$ cat config.mk
export PLATFORM = sky130hd
export DESIGN_NAME = asqc_arith_seq_ctrl
export DESIGN_NICKNAME = d
export VERILOG_FILES = /design/src/asqc_pkg.sv /design/src/asqc_arith_seq_ctrl.sv
export SDC_FILE = /design/constraint.sdc
export NUM_CORES = 1
export LEC_CHECK = 0
export ABC_CLOCK_PERIOD_IN_PS = 3200
export BUFFER_PORTS_ARGS = -buffer_cell sky130_fd_sc_hd__buf_2
export CELL_PAD_IN_SITES_DETAIL_PLACEMENT = 0
export CELL_PAD_IN_SITES_GLOBAL_PLACEMENT = 1
export CORE_UTILIZATION = 32
export CTS_BUF_LIST = sky130_fd_sc_hd__clkbuf_8
export CTS_CLUSTER_DIAMETER = 50
export DETAILED_ROUTE_END_ITERATION = 12
export PLACE_DENSITY = 0.63
export SLEW_MARGIN = 10
export SYNTH_ARGS = -nofsm -noshare
export SYNTH_HDL_FRONTEND = slang
export SYNTH_SLANG_ARGS = --single-unit
$ cat constraint.sdc
create_clock -name core_clk -period 3.2 [get_ports core_clk]
set_input_delay 0.16 -clock core_clk [delete_from_list [all_inputs] [get_ports core_clk]]
set_output_delay 0.16 -clock core_clk [all_outputs]
set_load 0.005 [all_outputs]
$ cat src/asqc_pkg.sv
package asqc_pkg;

  // ****************************************************************
  // Word layout and sequence constants
  // ****************************************************************
  localparam int unsigned WORD_W        = 36;
  localparam int unsigned SHIFT_CNT_W   = 6;
  localparam int unsigned ROT_PLACES    = 36;
  localparam int unsigned TEST_BIT_LO   = 34;
  localparam int unsigned TEST_BIT_HI   = 35;
  // Shifting past this count would test bits that were already tested.
  localparam int unsigned SF_MAX_SHIFTS = WORD_W - 2;

  localparam logic [WORD_W-1:0]      WORD_RESET  = 36'h0_0000_0000;
  localparam logic [SHIFT_CNT_W-1:0] COUNT_RESET = 6'h00;
  localparam logic [SHIFT_CNT_W-1:0] ROT_LAST    = 6'(ROT_PLACES - 1);
  localparam logic [SHIFT_CNT_W-1:0] SF_LAST     = 6'(SF_MAX_SHIFTS);

  // ****************************************************************
  // Sequence states, one-hot
  // ****************************************************************
  typedef enum logic [16:0] {
    ST_IDLE    = 17'h00001,
    ST_L_XFER  = 17'h00002,
    ST_L_LOAD  = 17'h00004,
    ST_L_PROBE = 17'h00008,
    ST_L_SETB  = 17'h00010,
    ST_L_COMP1 = 17'h00020,
    ST_L_SETC  = 17'h00040,
    ST_L_QX    = 17'h00080,
    ST_L_SETD  = 17'h00100,
    ST_L_COMP2 = 17'h00200,
    ST_L_SETE  = 17'h00400,
    ST_L_XQ    = 17'h00800,
    ST_L_END   = 17'h01000,
    ST_S_ROT   = 17'h02000,
    ST_S_TEST  = 17'h04000,
    ST_D_CHECK = 17'h08000,
    ST_D_CLEAR = 17'h10000
  } asqc_state_t;

  // ****************************************************************
  // Flags and probe chain of the logical sequence
  // ****************************************************************
  typedef struct packed {
    logic extended_sequence_flag;
    logic logical_busy_flag;
    logic delayed_add_flag;
    logic right_probe_flag;
    logic left_probe_flag;
    logic restore_exchange_flag;
    logic b_probe;
    logic c_probe;
    logic d_probe;
    logic e_probe;
  } asqc_flags_t;

  // Pulses issued to the rest of the machine; each lasts one cycle, except div_probe, which stays high for two.
  typedef struct packed {
    logic resume;
    logic right_probe;
    logic left_probe;
    logic div_probe;
  } asqc_pulses_t;

  // Whole module state.
  typedef struct packed {
    asqc_state_t             st;
    logic [WORD_W-1:0]       q;
    logic [WORD_W-1:0]       x;
    logic [WORD_W-1:0]       a;
    logic [SHIFT_CNT_W-1:0]  shift_counter;
    logic [SHIFT_CNT_W-1:0]  cnt;
    asqc_flags_t             flags;
    logic [1:0]              div_chk;
    logic                    fault_stop;
    asqc_pulses_t            pulses;
  } asqc_regs_t;

endpackage

$ cat src/asqc_arith_seq_ctrl.sv
module asqc_arith_seq_ctrl (
  input  wire logic                             core_clk,
  input  wire logic                             reset_n,
  input  wire logic                             start_logical,
  input  wire logic                             start_scale,
  input  wire logic                             start_divide,
  input  wire logic [1:0]                       div_check_cond,
  input  wire logic                             fault_clear,
  input  wire logic                             load_q,
  input  wire logic                             load_a,
  input  wire logic [asqc_pkg::WORD_W-1:0]      load_data,
  output logic      [asqc_pkg::WORD_W-1:0]      q_word,
  output logic      [asqc_pkg::WORD_W-1:0]      x_word,
  output logic      [asqc_pkg::WORD_W-1:0]      a_word,
  output logic      [asqc_pkg::SHIFT_CNT_W-1:0] shift_counter,
  output asqc_pkg::asqc_flags_t                 flags,
  output asqc_pkg::asqc_pulses_t                pulses,
  output logic      [1:0]                       div_check_ff,
  output logic                                  fault_a_stop,
  output logic                                  busy
);
  import asqc_pkg::*;

  // ****************************************************************
  // Helpers
  // ****************************************************************

  // One place of left circular shift; used by rotation and normalising.
  function automatic logic [WORD_W-1:0] rotl1(input logic [WORD_W-1:0] w);
    return {w[WORD_W-2:0], w[WORD_W-1]};
  endfunction

  asqc_regs_t s_r;
  asqc_regs_t s_nxt;
  logic       idle;
  logic       bits_differ;

  assign idle        = (s_r.st == ST_IDLE);
  assign bits_differ = s_r.a[TEST_BIT_LO] != s_r.a[TEST_BIT_HI];

  // ****************************************************************
  // Sequence engine
  // ****************************************************************

  // Next state. Commands arriving while busy are ignored, so steps never overlap.
  always_comb begin
    s_nxt        = s_r;
    s_nxt.pulses = '0;
    case (s_r.st)
      ST_IDLE: begin
        if (load_q) begin
          s_nxt.q = load_data;
        end
        if (load_a) begin
          s_nxt.a = load_data;
        end
        // Start commands are mutually exclusive; the first in this order wins.
        if (start_logical) begin
          s_nxt.st = ST_L_XFER;
        end else if (start_scale) begin
          s_nxt.st  = ST_S_ROT;
          s_nxt.cnt = COUNT_RESET;
        end else if (start_divide) begin
          s_nxt.st = ST_D_CHECK;
        end
      end
      ST_L_XFER: begin
        s_nxt.x                            = s_r.q;
        s_nxt.flags.extended_sequence_flag = 1'b1;
        s_nxt.flags.logical_busy_flag      = 1'b1;
        s_nxt.flags.delayed_add_flag       = 1'b1;
        s_nxt.st                           = ST_L_LOAD;
      end
      ST_L_LOAD: begin
        s_nxt.a                      = s_r.x;
        s_nxt.flags.delayed_add_flag = 1'b0;
        s_nxt.flags.right_probe_flag = 1'b1;
        s_nxt.flags.left_probe_flag  = 1'b1;
        s_nxt.st                     = ST_L_PROBE;
      end
      ST_L_PROBE: begin
        s_nxt.pulses.right_probe = s_r.flags.right_probe_flag;
        s_nxt.pulses.left_probe  = s_r.flags.left_probe_flag;
        s_nxt.x                  = WORD_RESET;
        s_nxt.st                 = ST_L_SETB;
      end
      ST_L_SETB: begin
        s_nxt.flags.right_probe_flag      = 1'b0;
        s_nxt.flags.left_probe_flag       = 1'b0;
        s_nxt.flags.restore_exchange_flag = 1'b1;
        s_nxt.flags.b_probe               = 1'b1;
        s_nxt.st                          = ST_L_COMP1;
      end
      ST_L_COMP1: begin
        s_nxt.x  = ~s_r.x;
        s_nxt.st = ST_L_SETC;
      end
      ST_L_SETC: begin
        s_nxt.flags.b_probe               = 1'b0;
        s_nxt.flags.restore_exchange_flag = 1'b0;
        s_nxt.flags.c_probe               = 1'b1;
        s_nxt.st                          = ST_L_QX;
      end
      ST_L_QX: begin
        s_nxt.x  = s_r.q;
        s_nxt.q  = WORD_RESET;
        s_nxt.st = ST_L_SETD;
      end
      ST_L_SETD: begin
        s_nxt.flags.c_probe                = 1'b0;
        s_nxt.flags.extended_sequence_flag = 1'b0;
        s_nxt.flags.d_probe                = 1'b1;
        s_nxt.st                           = ST_L_COMP2;
      end
      ST_L_COMP2: begin
        s_nxt.x  = ~s_r.x;
        s_nxt.st = ST_L_SETE;
      end
      ST_L_SETE: begin
        s_nxt.flags.d_probe = 1'b0;
        s_nxt.flags.e_probe = 1'b1;
        s_nxt.st            = ST_L_XQ;
      end
      ST_L_XQ: begin
        s_nxt.q             = s_r.x;
        s_nxt.x             = WORD_RESET;
        s_nxt.pulses.resume = 1'b1;
        s_nxt.st            = ST_L_END;
      end
      ST_L_END: begin
        s_nxt.flags.e_probe           = 1'b0;
        s_nxt.flags.logical_busy_flag = 1'b0;
        s_nxt.st                      = ST_IDLE;
      end
      ST_S_ROT: begin
        // A full turn leaves the word in place but costs one clock a place.
        s_nxt.a   = rotl1(s_r.a);
        s_nxt.cnt = s_r.cnt + 6'h01;
        if (s_r.cnt == ROT_LAST) begin
          s_nxt.st  = ST_S_TEST;
          s_nxt.cnt = COUNT_RESET;
        end
      end
      ST_S_TEST: begin
        if (bits_differ || (s_r.cnt == SF_LAST)) begin
          s_nxt.shift_counter = s_r.cnt;
          s_nxt.pulses.resume = 1'b1;
          s_nxt.st            = ST_IDLE;
        end else begin
          s_nxt.a   = rotl1(s_r.a);
          s_nxt.cnt = s_r.cnt + 6'h01;
        end
      end
      ST_D_CHECK: begin
        // Checks are taken here, before the divide would shift anything.
        s_nxt.div_chk          = div_check_cond;
        s_nxt.pulses.div_probe = 1'b1;
        s_nxt.st               = ST_D_CLEAR;
      end
      ST_D_CLEAR: begin
        s_nxt.div_chk          = 2'h0;
        s_nxt.pulses.div_probe = 1'b1;
        s_nxt.pulses.resume    = 1'b1;
        s_nxt.st               = ST_IDLE;
      end
      default: begin
        s_nxt.st = ST_IDLE;
      end
    endcase
    // Fault stop: a new divide-check stop wins over a clear in the same cycle.
    if (fault_clear) begin
      s_nxt.fault_stop = 1'b0;
    end
    if ((s_r.st == ST_D_CHECK) && (|div_check_cond)) begin
      s_nxt.fault_stop = 1'b1;
    end
  end

  // State register with synchronous reset.
  always_ff @(posedge core_clk) begin
    if (!reset_n) begin
      s_r               <= '0;
      s_r.st            <= ST_IDLE;
      s_r.q             <= WORD_RESET;
      s_r.x             <= WORD_RESET;
      s_r.a             <= WORD_RESET;
      s_r.shift_counter <= COUNT_RESET;
      s_r.cnt           <= COUNT_RESET;
    end else begin
      s_r <= s_nxt;
    end
  end

  // Outputs straight from the state register.
  assign q_word        = s_r.q;
  assign x_word        = s_r.x;
  assign a_word        = s_r.a;
  assign shift_counter = s_r.shift_counter;
  assign flags         = s_r.flags;
  assign pulses        = s_r.pulses;
  assign div_check_ff  = s_r.div_chk;
  assign fault_a_stop  = s_r.fault_stop;
  assign busy          = !idle;
endmodule

# Word level (Yosys, flattened, before mapping)
# Index checks and enable logic that the tools add are counted.
# classes
add_sub_neg	1
n_eq_ne	28
reduce_logical	29
mux	31
n_bitwise	1
# ops
op	n
$pmux 17 s15	1
$pmux 36 s3	2
$pmux 36 s4	1
$mux 36	3
$mux 17	5
$not 36->36	1
$mux 6	4
$reduce_bool 2->1	10
$pmux 6 s3	1
$eq 17x1->1 const B	1
$eq 17x10->1 const B	1
$eq 17x11->1 const B	1
$eq 17x12->1 const B	1
$eq 17x13->1 const B	1
$eq 17x14->1 const B	1
$eq 17x15->1 const B	1
$eq 17x16->1 const B	1
$eq 17x17->1 const B	1
$eq 17x2->1 const B	1
$eq 17x3->1 const B	1
$eq 17x4->1 const B	1
$eq 17x5->1 const B	1
$eq 17x6->1 const B	1
$eq 17x7->1 const B	1
other kinds (19)	47
# word_totals
elab_cells	112
out_inout_bits	132
reg_bits	154

# Logic depth before layout (Yosys ltp)
# depth
ltp_word	4
ltp_mapped	9

# Least setup slack after synthesis
# Ideal clock, no wire load.
# synth_path
path_type	flip-flop to flip-flop
start	register s_r[141] (netlist bit)
end	register s_r, in the netlist a_word[7]
setup_ns	0.092
setup_slack_ns	0.751
arrival_ns	2.357
stages_incl_launch_ff	7
required_time_ns	3.108
path_cell_list	dfxtp_1 or4_1 or3_4 nor4_4 a311oi_4 buf_2 a311oi_1
# synth_between
elab_chain_cells	3
word_cells_on_any_way	9
# synth_rtl
element	line	source
from (decl)	asqc_arith_seq_ctrl.sv:33	asqc_regs_t s_r;
from (signal assigned)	asqc_arith_seq_ctrl.sv:190	s_r <= s_nxt;
$eq 17x15->1 (tied with other cells)	asqc_arith_seq_ctrl.sv:49	case (s_r.st)
$ne 2x2->1 (no line) or $reduce_bool 4->1 (tied branches)	n/a	
$reduce_and 3->1 (no line)	n/a	
# Several ways; a longest one is shown, not always the timed one.
# A chain may end at the register's enable or synchronous reset.

# Worst setup path after layout
# layout_path
start	register s_r[145] (netlist bit)
end	register s_r, in the netlist fault_a_stop
# layout_between
elab_chain_cells	3
word_cells_on_any_way	4
# layout_rtl
element	line	source
$eq 17x16->1 *	asqc_arith_seq_ctrl.sv:174	if ((s_r.st == ST_D_CHECK) && (|div_check_cond)) begin
$logic_and 1x1->1 *	asqc_arith_seq_ctrl.sv:174	
$mux 1 or $reduce_bool 2->1 (tied branches)	n/a	
# Mark *: on every way between the ends. The rest lies on a longest branch, timed or not.

==> flow_metrics.env <==
export IMPL_status="completed"
export IMPL_finClkSkew_ps=17.82
export IMPL_netlist_area_um2=8055
export IMPL_cts_root_buf="clkbuf_8"
export IMPL_crit_path_top_delay_cell="or4_1"
export IMPL_async_flop_share=0
export IMPL_rows=57
export IMPL_clock_fmax_ghz=0.3545
export IMPL_synthCells=980
export IMPL_die_h_um=160.7
export IMPL_hold_viol=0
export IMPL_synth_xor_area_frac=0.002175
export IMPL_seqPwrFrac=0.440
export IMPL_num_antenna_cells=0
export IMPL_muxShareOfSynthArea=0.002485
export IMPL_powerDensity_nw_per_um2=608.4
export IMPL_layout_drive_gt1_share=0.2652
export IMPL_detail_route_wl_per_cell_um=18.00
export IMPL_pwr_share_comb=0.288
export IMPL_post_dp_cell_area_um2=8403
export IMPL_worstPathBufferInverterCount=2
export IMPL_synth_top_family_by_area="compound AO/OA/AOI/OAI gates"
export IMPL_worstSkewPairLatency_ps=460
export IMPL_cts_made_buffers=17
export IMPL_synth_adder_area_share=0.003107
export IMPL_area_growth_pct=14.15
export IMPL_postCtsSetupBuffers=0
export IMPL_cp_top_family="simple AND/OR/NAND/NOR gates"
export IMPL_grt_pass1_vias=6787
export IMPL_dp_hpwl_um=16460
export IMPL_ys_warnings_count=0
export IMPL_ioPinCount=178
export IMPL_fin_area_um2=9195
export IMPL_rsz0062_at_grt="false"
export IMPL_synthSimpleGateAreaFrac=0.1949
export IMPL_fill_cells=2612
export IMPL_syn_area_per_cell_um2=8.220
export IMPL_power_net_switching_w=0.001972
export IMPL_slew_violations=0
export IMPL_drt_pre_antenna_iters=5
export IMPL_via_per_inst=5.157
export IMPL_gp_congestion=0.8633
export IMPL_nets=1091
export IMPL_final_cell_mix="buf_2, dfxtp_1, nand2_1, o21ai_0, a31oi_1"
export IMPL_port_buffers=177
export IMPL_cp_cell_sequence="or4_1 > nor3_2 > nand4_1 > inv_2 > o21ai_1 > a21oi_1 > dlygate4sd3_1"
export IMPL_core_um2=24530
export IMPL_sw_frac_of_total=0.3525
export IMPL_min_period_over_period=0.8814
export IMPL_start_kind="flip-flop"
export IMPL_synth_compound_area_frac=0.2623
export IMPL_p_int_w=0.003622
export IMPL_power_leakage_nw=3.759
export IMPL_clk_pin_slew_worst_paths_ps=80
export IMPL_worst_pin_slew_ps=1039
export IMPL_synth_fp_nets=1028
export IMPL_setup_tns_ps=0
export IMPL_yosysSeqAreaShare=0.3753
export IMPL_worstSetupEndpointType="flip-flop"
export IMPL_cts_tree="done"
export IMPL_vias=7117
export IMPL_die_width_um=160.7
export IMPL_path_class="flip-flop to flip-flop"
export IMPL_yosysUniqueCellTypes=55
export IMPL_wirelength_um=24840
export IMPL_clkPwrFrac=0.272
export IMPL_antenna_found_initial=0
export IMPL_start_util=0.3283
export IMPL_grt_pass1_wl_um=38860
export IMPL_antenna_left=0
export IMPL_hp_class="input port to flip-flop"
export IMPL_ir_worst_vdd_v=0.0002877
export IMPL_slew_headroom=0.3059
export IMPL_clock_sinks=151
export IMPL_drc=0
export IMPL_synth_flop_cell="dfxtp_1"
export IMPL_grtUsageTotal=0.1917
export IMPL_synth_edff_count=0
export IMPL_power_total_w=0.005594
export IMPL_critPathArrivalTime_ps=3220
export IMPL_required_ps=3600
export IMPL_die_area_um2=25810
export IMPL_maxCapViolCount=0
export IMPL_cp_max_fo=6
export IMPL_ctsLongestPathBuffers=2
export IMPL_drt_iter0_markers=387
export IMPL_gr_total_overflow=0
export IMPL_htree_num_levels=4
export IMPL_grt_max_degree=73
export IMPL_fin_crit_ps=2821
export IMPL_finalSetupViolCount=0
export IMPL_synth_ff_latch_count=151
export IMPL_final_common_cell="buf_2"
export IMPL_slowest_delay_ps=640
final cells by class:
class                      count  area, um2  area share
clock buffer                  20      275.3     0.02994
clock inverter                12      126.4     0.01374
inverter                       9      35.03    0.003810
multi-input combinational    622       3796      0.4128
sequential                   151       3023      0.3288
tap                          324      405.4     0.04409
timing repair buffer         242       1534      0.1668
final timing paths:
path | from | endpoint | slack (ps) | cells after the start
worst max-delay path | s_r[145] | fault_a_stop | 380 | 7
worst min-delay path | div_check_cond[1] | div_check_ff[1] | 30 | 3
worst max register to register | s_r[145] | fault_a_stop | 380 | 7
worst min register to register | flags[1] | flags[1] | 440 | 2
kinds of logic after synthesis:
| family | after synthesis |
|---|---|
| DFF | 151 |
| AOI/OAI and AO/OA | 292 |
| and+or+nand+nor | 324 |
| muxes | 2 |
| adders and majority gates | 2 |
| xor gates and xnor gates | 2 |
| buffers and inverters | 207 |
through the flow:
step	worst slack [ps]	hold WS, ps	util	instances
after global placement	477.5	418.8	0.3425	1309
after CTS	373.6	1.260	0.3748	1380
final	379.4	30.88	0.3748	1380
after floorplan	751.1	238.1	-	980
after global routing	149.0	31.04	0.3748	1380
after detailed placement	469.8	403.4	0.3425	1309
sequential cells by signal, indices dropped and copies added, names as in the netlist:
register / flops
a_word: 36
flags: 8
fault_a_stop: 1
s_r: 23
q_word: 36
shift_counter: 6
div_check_ff: 2
pulses: 3
x_word: 36
metal layers:
layer | track usage | wire (um)
met5 | 0 | 0
met4 | 0.06017 | 388
met3 | 0.03951 | 1493
met2 | 0.3137 | 11520
met1 | 0.2515 | 11440
tightest hold or removal path, cell delays in order:
cell and delay [ps]:
buf_2 90, mux2i_1 70, nor3_1 120
repair_timing:
action | 4_1_cts | 5_1_grt
hold buffers | 39 | 0
gates resized for setup | 0 | 0
endpoints found under the hold margin | 38 | 0
cell usage after synthesis, types with 6 or more instances:
library cell,instances,share of area
a22oi_1,38,0.035
nand3_1,8,0.0050
nand2b_1,6,0.0047
dfxtp_1,151,0.38
nand2_1,138,0.064
a311oi_2,27,0.050
buf_2,14,0.0087
clkbuf_1,50,0.023
inv_1,6,0.0028
a311oi_1,9,0.0098
o21ai_0,76,0.047
or2_0,36,0.028
nor3_1,16,0.0099
o21a_1,37,0.034
nor4_1,6,0.0047
a31oi_1,75,0.058
nor2_1,71,0.033
a21oi_1,15,0.0093
buf_4,131,0.12
power groups by stage:
stage / sequential (W) / clock (W) / combinational (W)
3_5_place_dp: 0.00250 / 0 / 0.00160
6_report: 0.00246 / 0.00152 / 0.00161
5_1_grt: 0.00251 / 0.00163 / 0.00178
3_3_place_gp: 0.00252 / 0 / 0.00157
2_1_floorplan: 0.00240 / 0 / 0.00135
4_1_cts: 0.00247 / 0.00156 / 0.00164
Note: power is estimated with default switching activity, not from simulation.
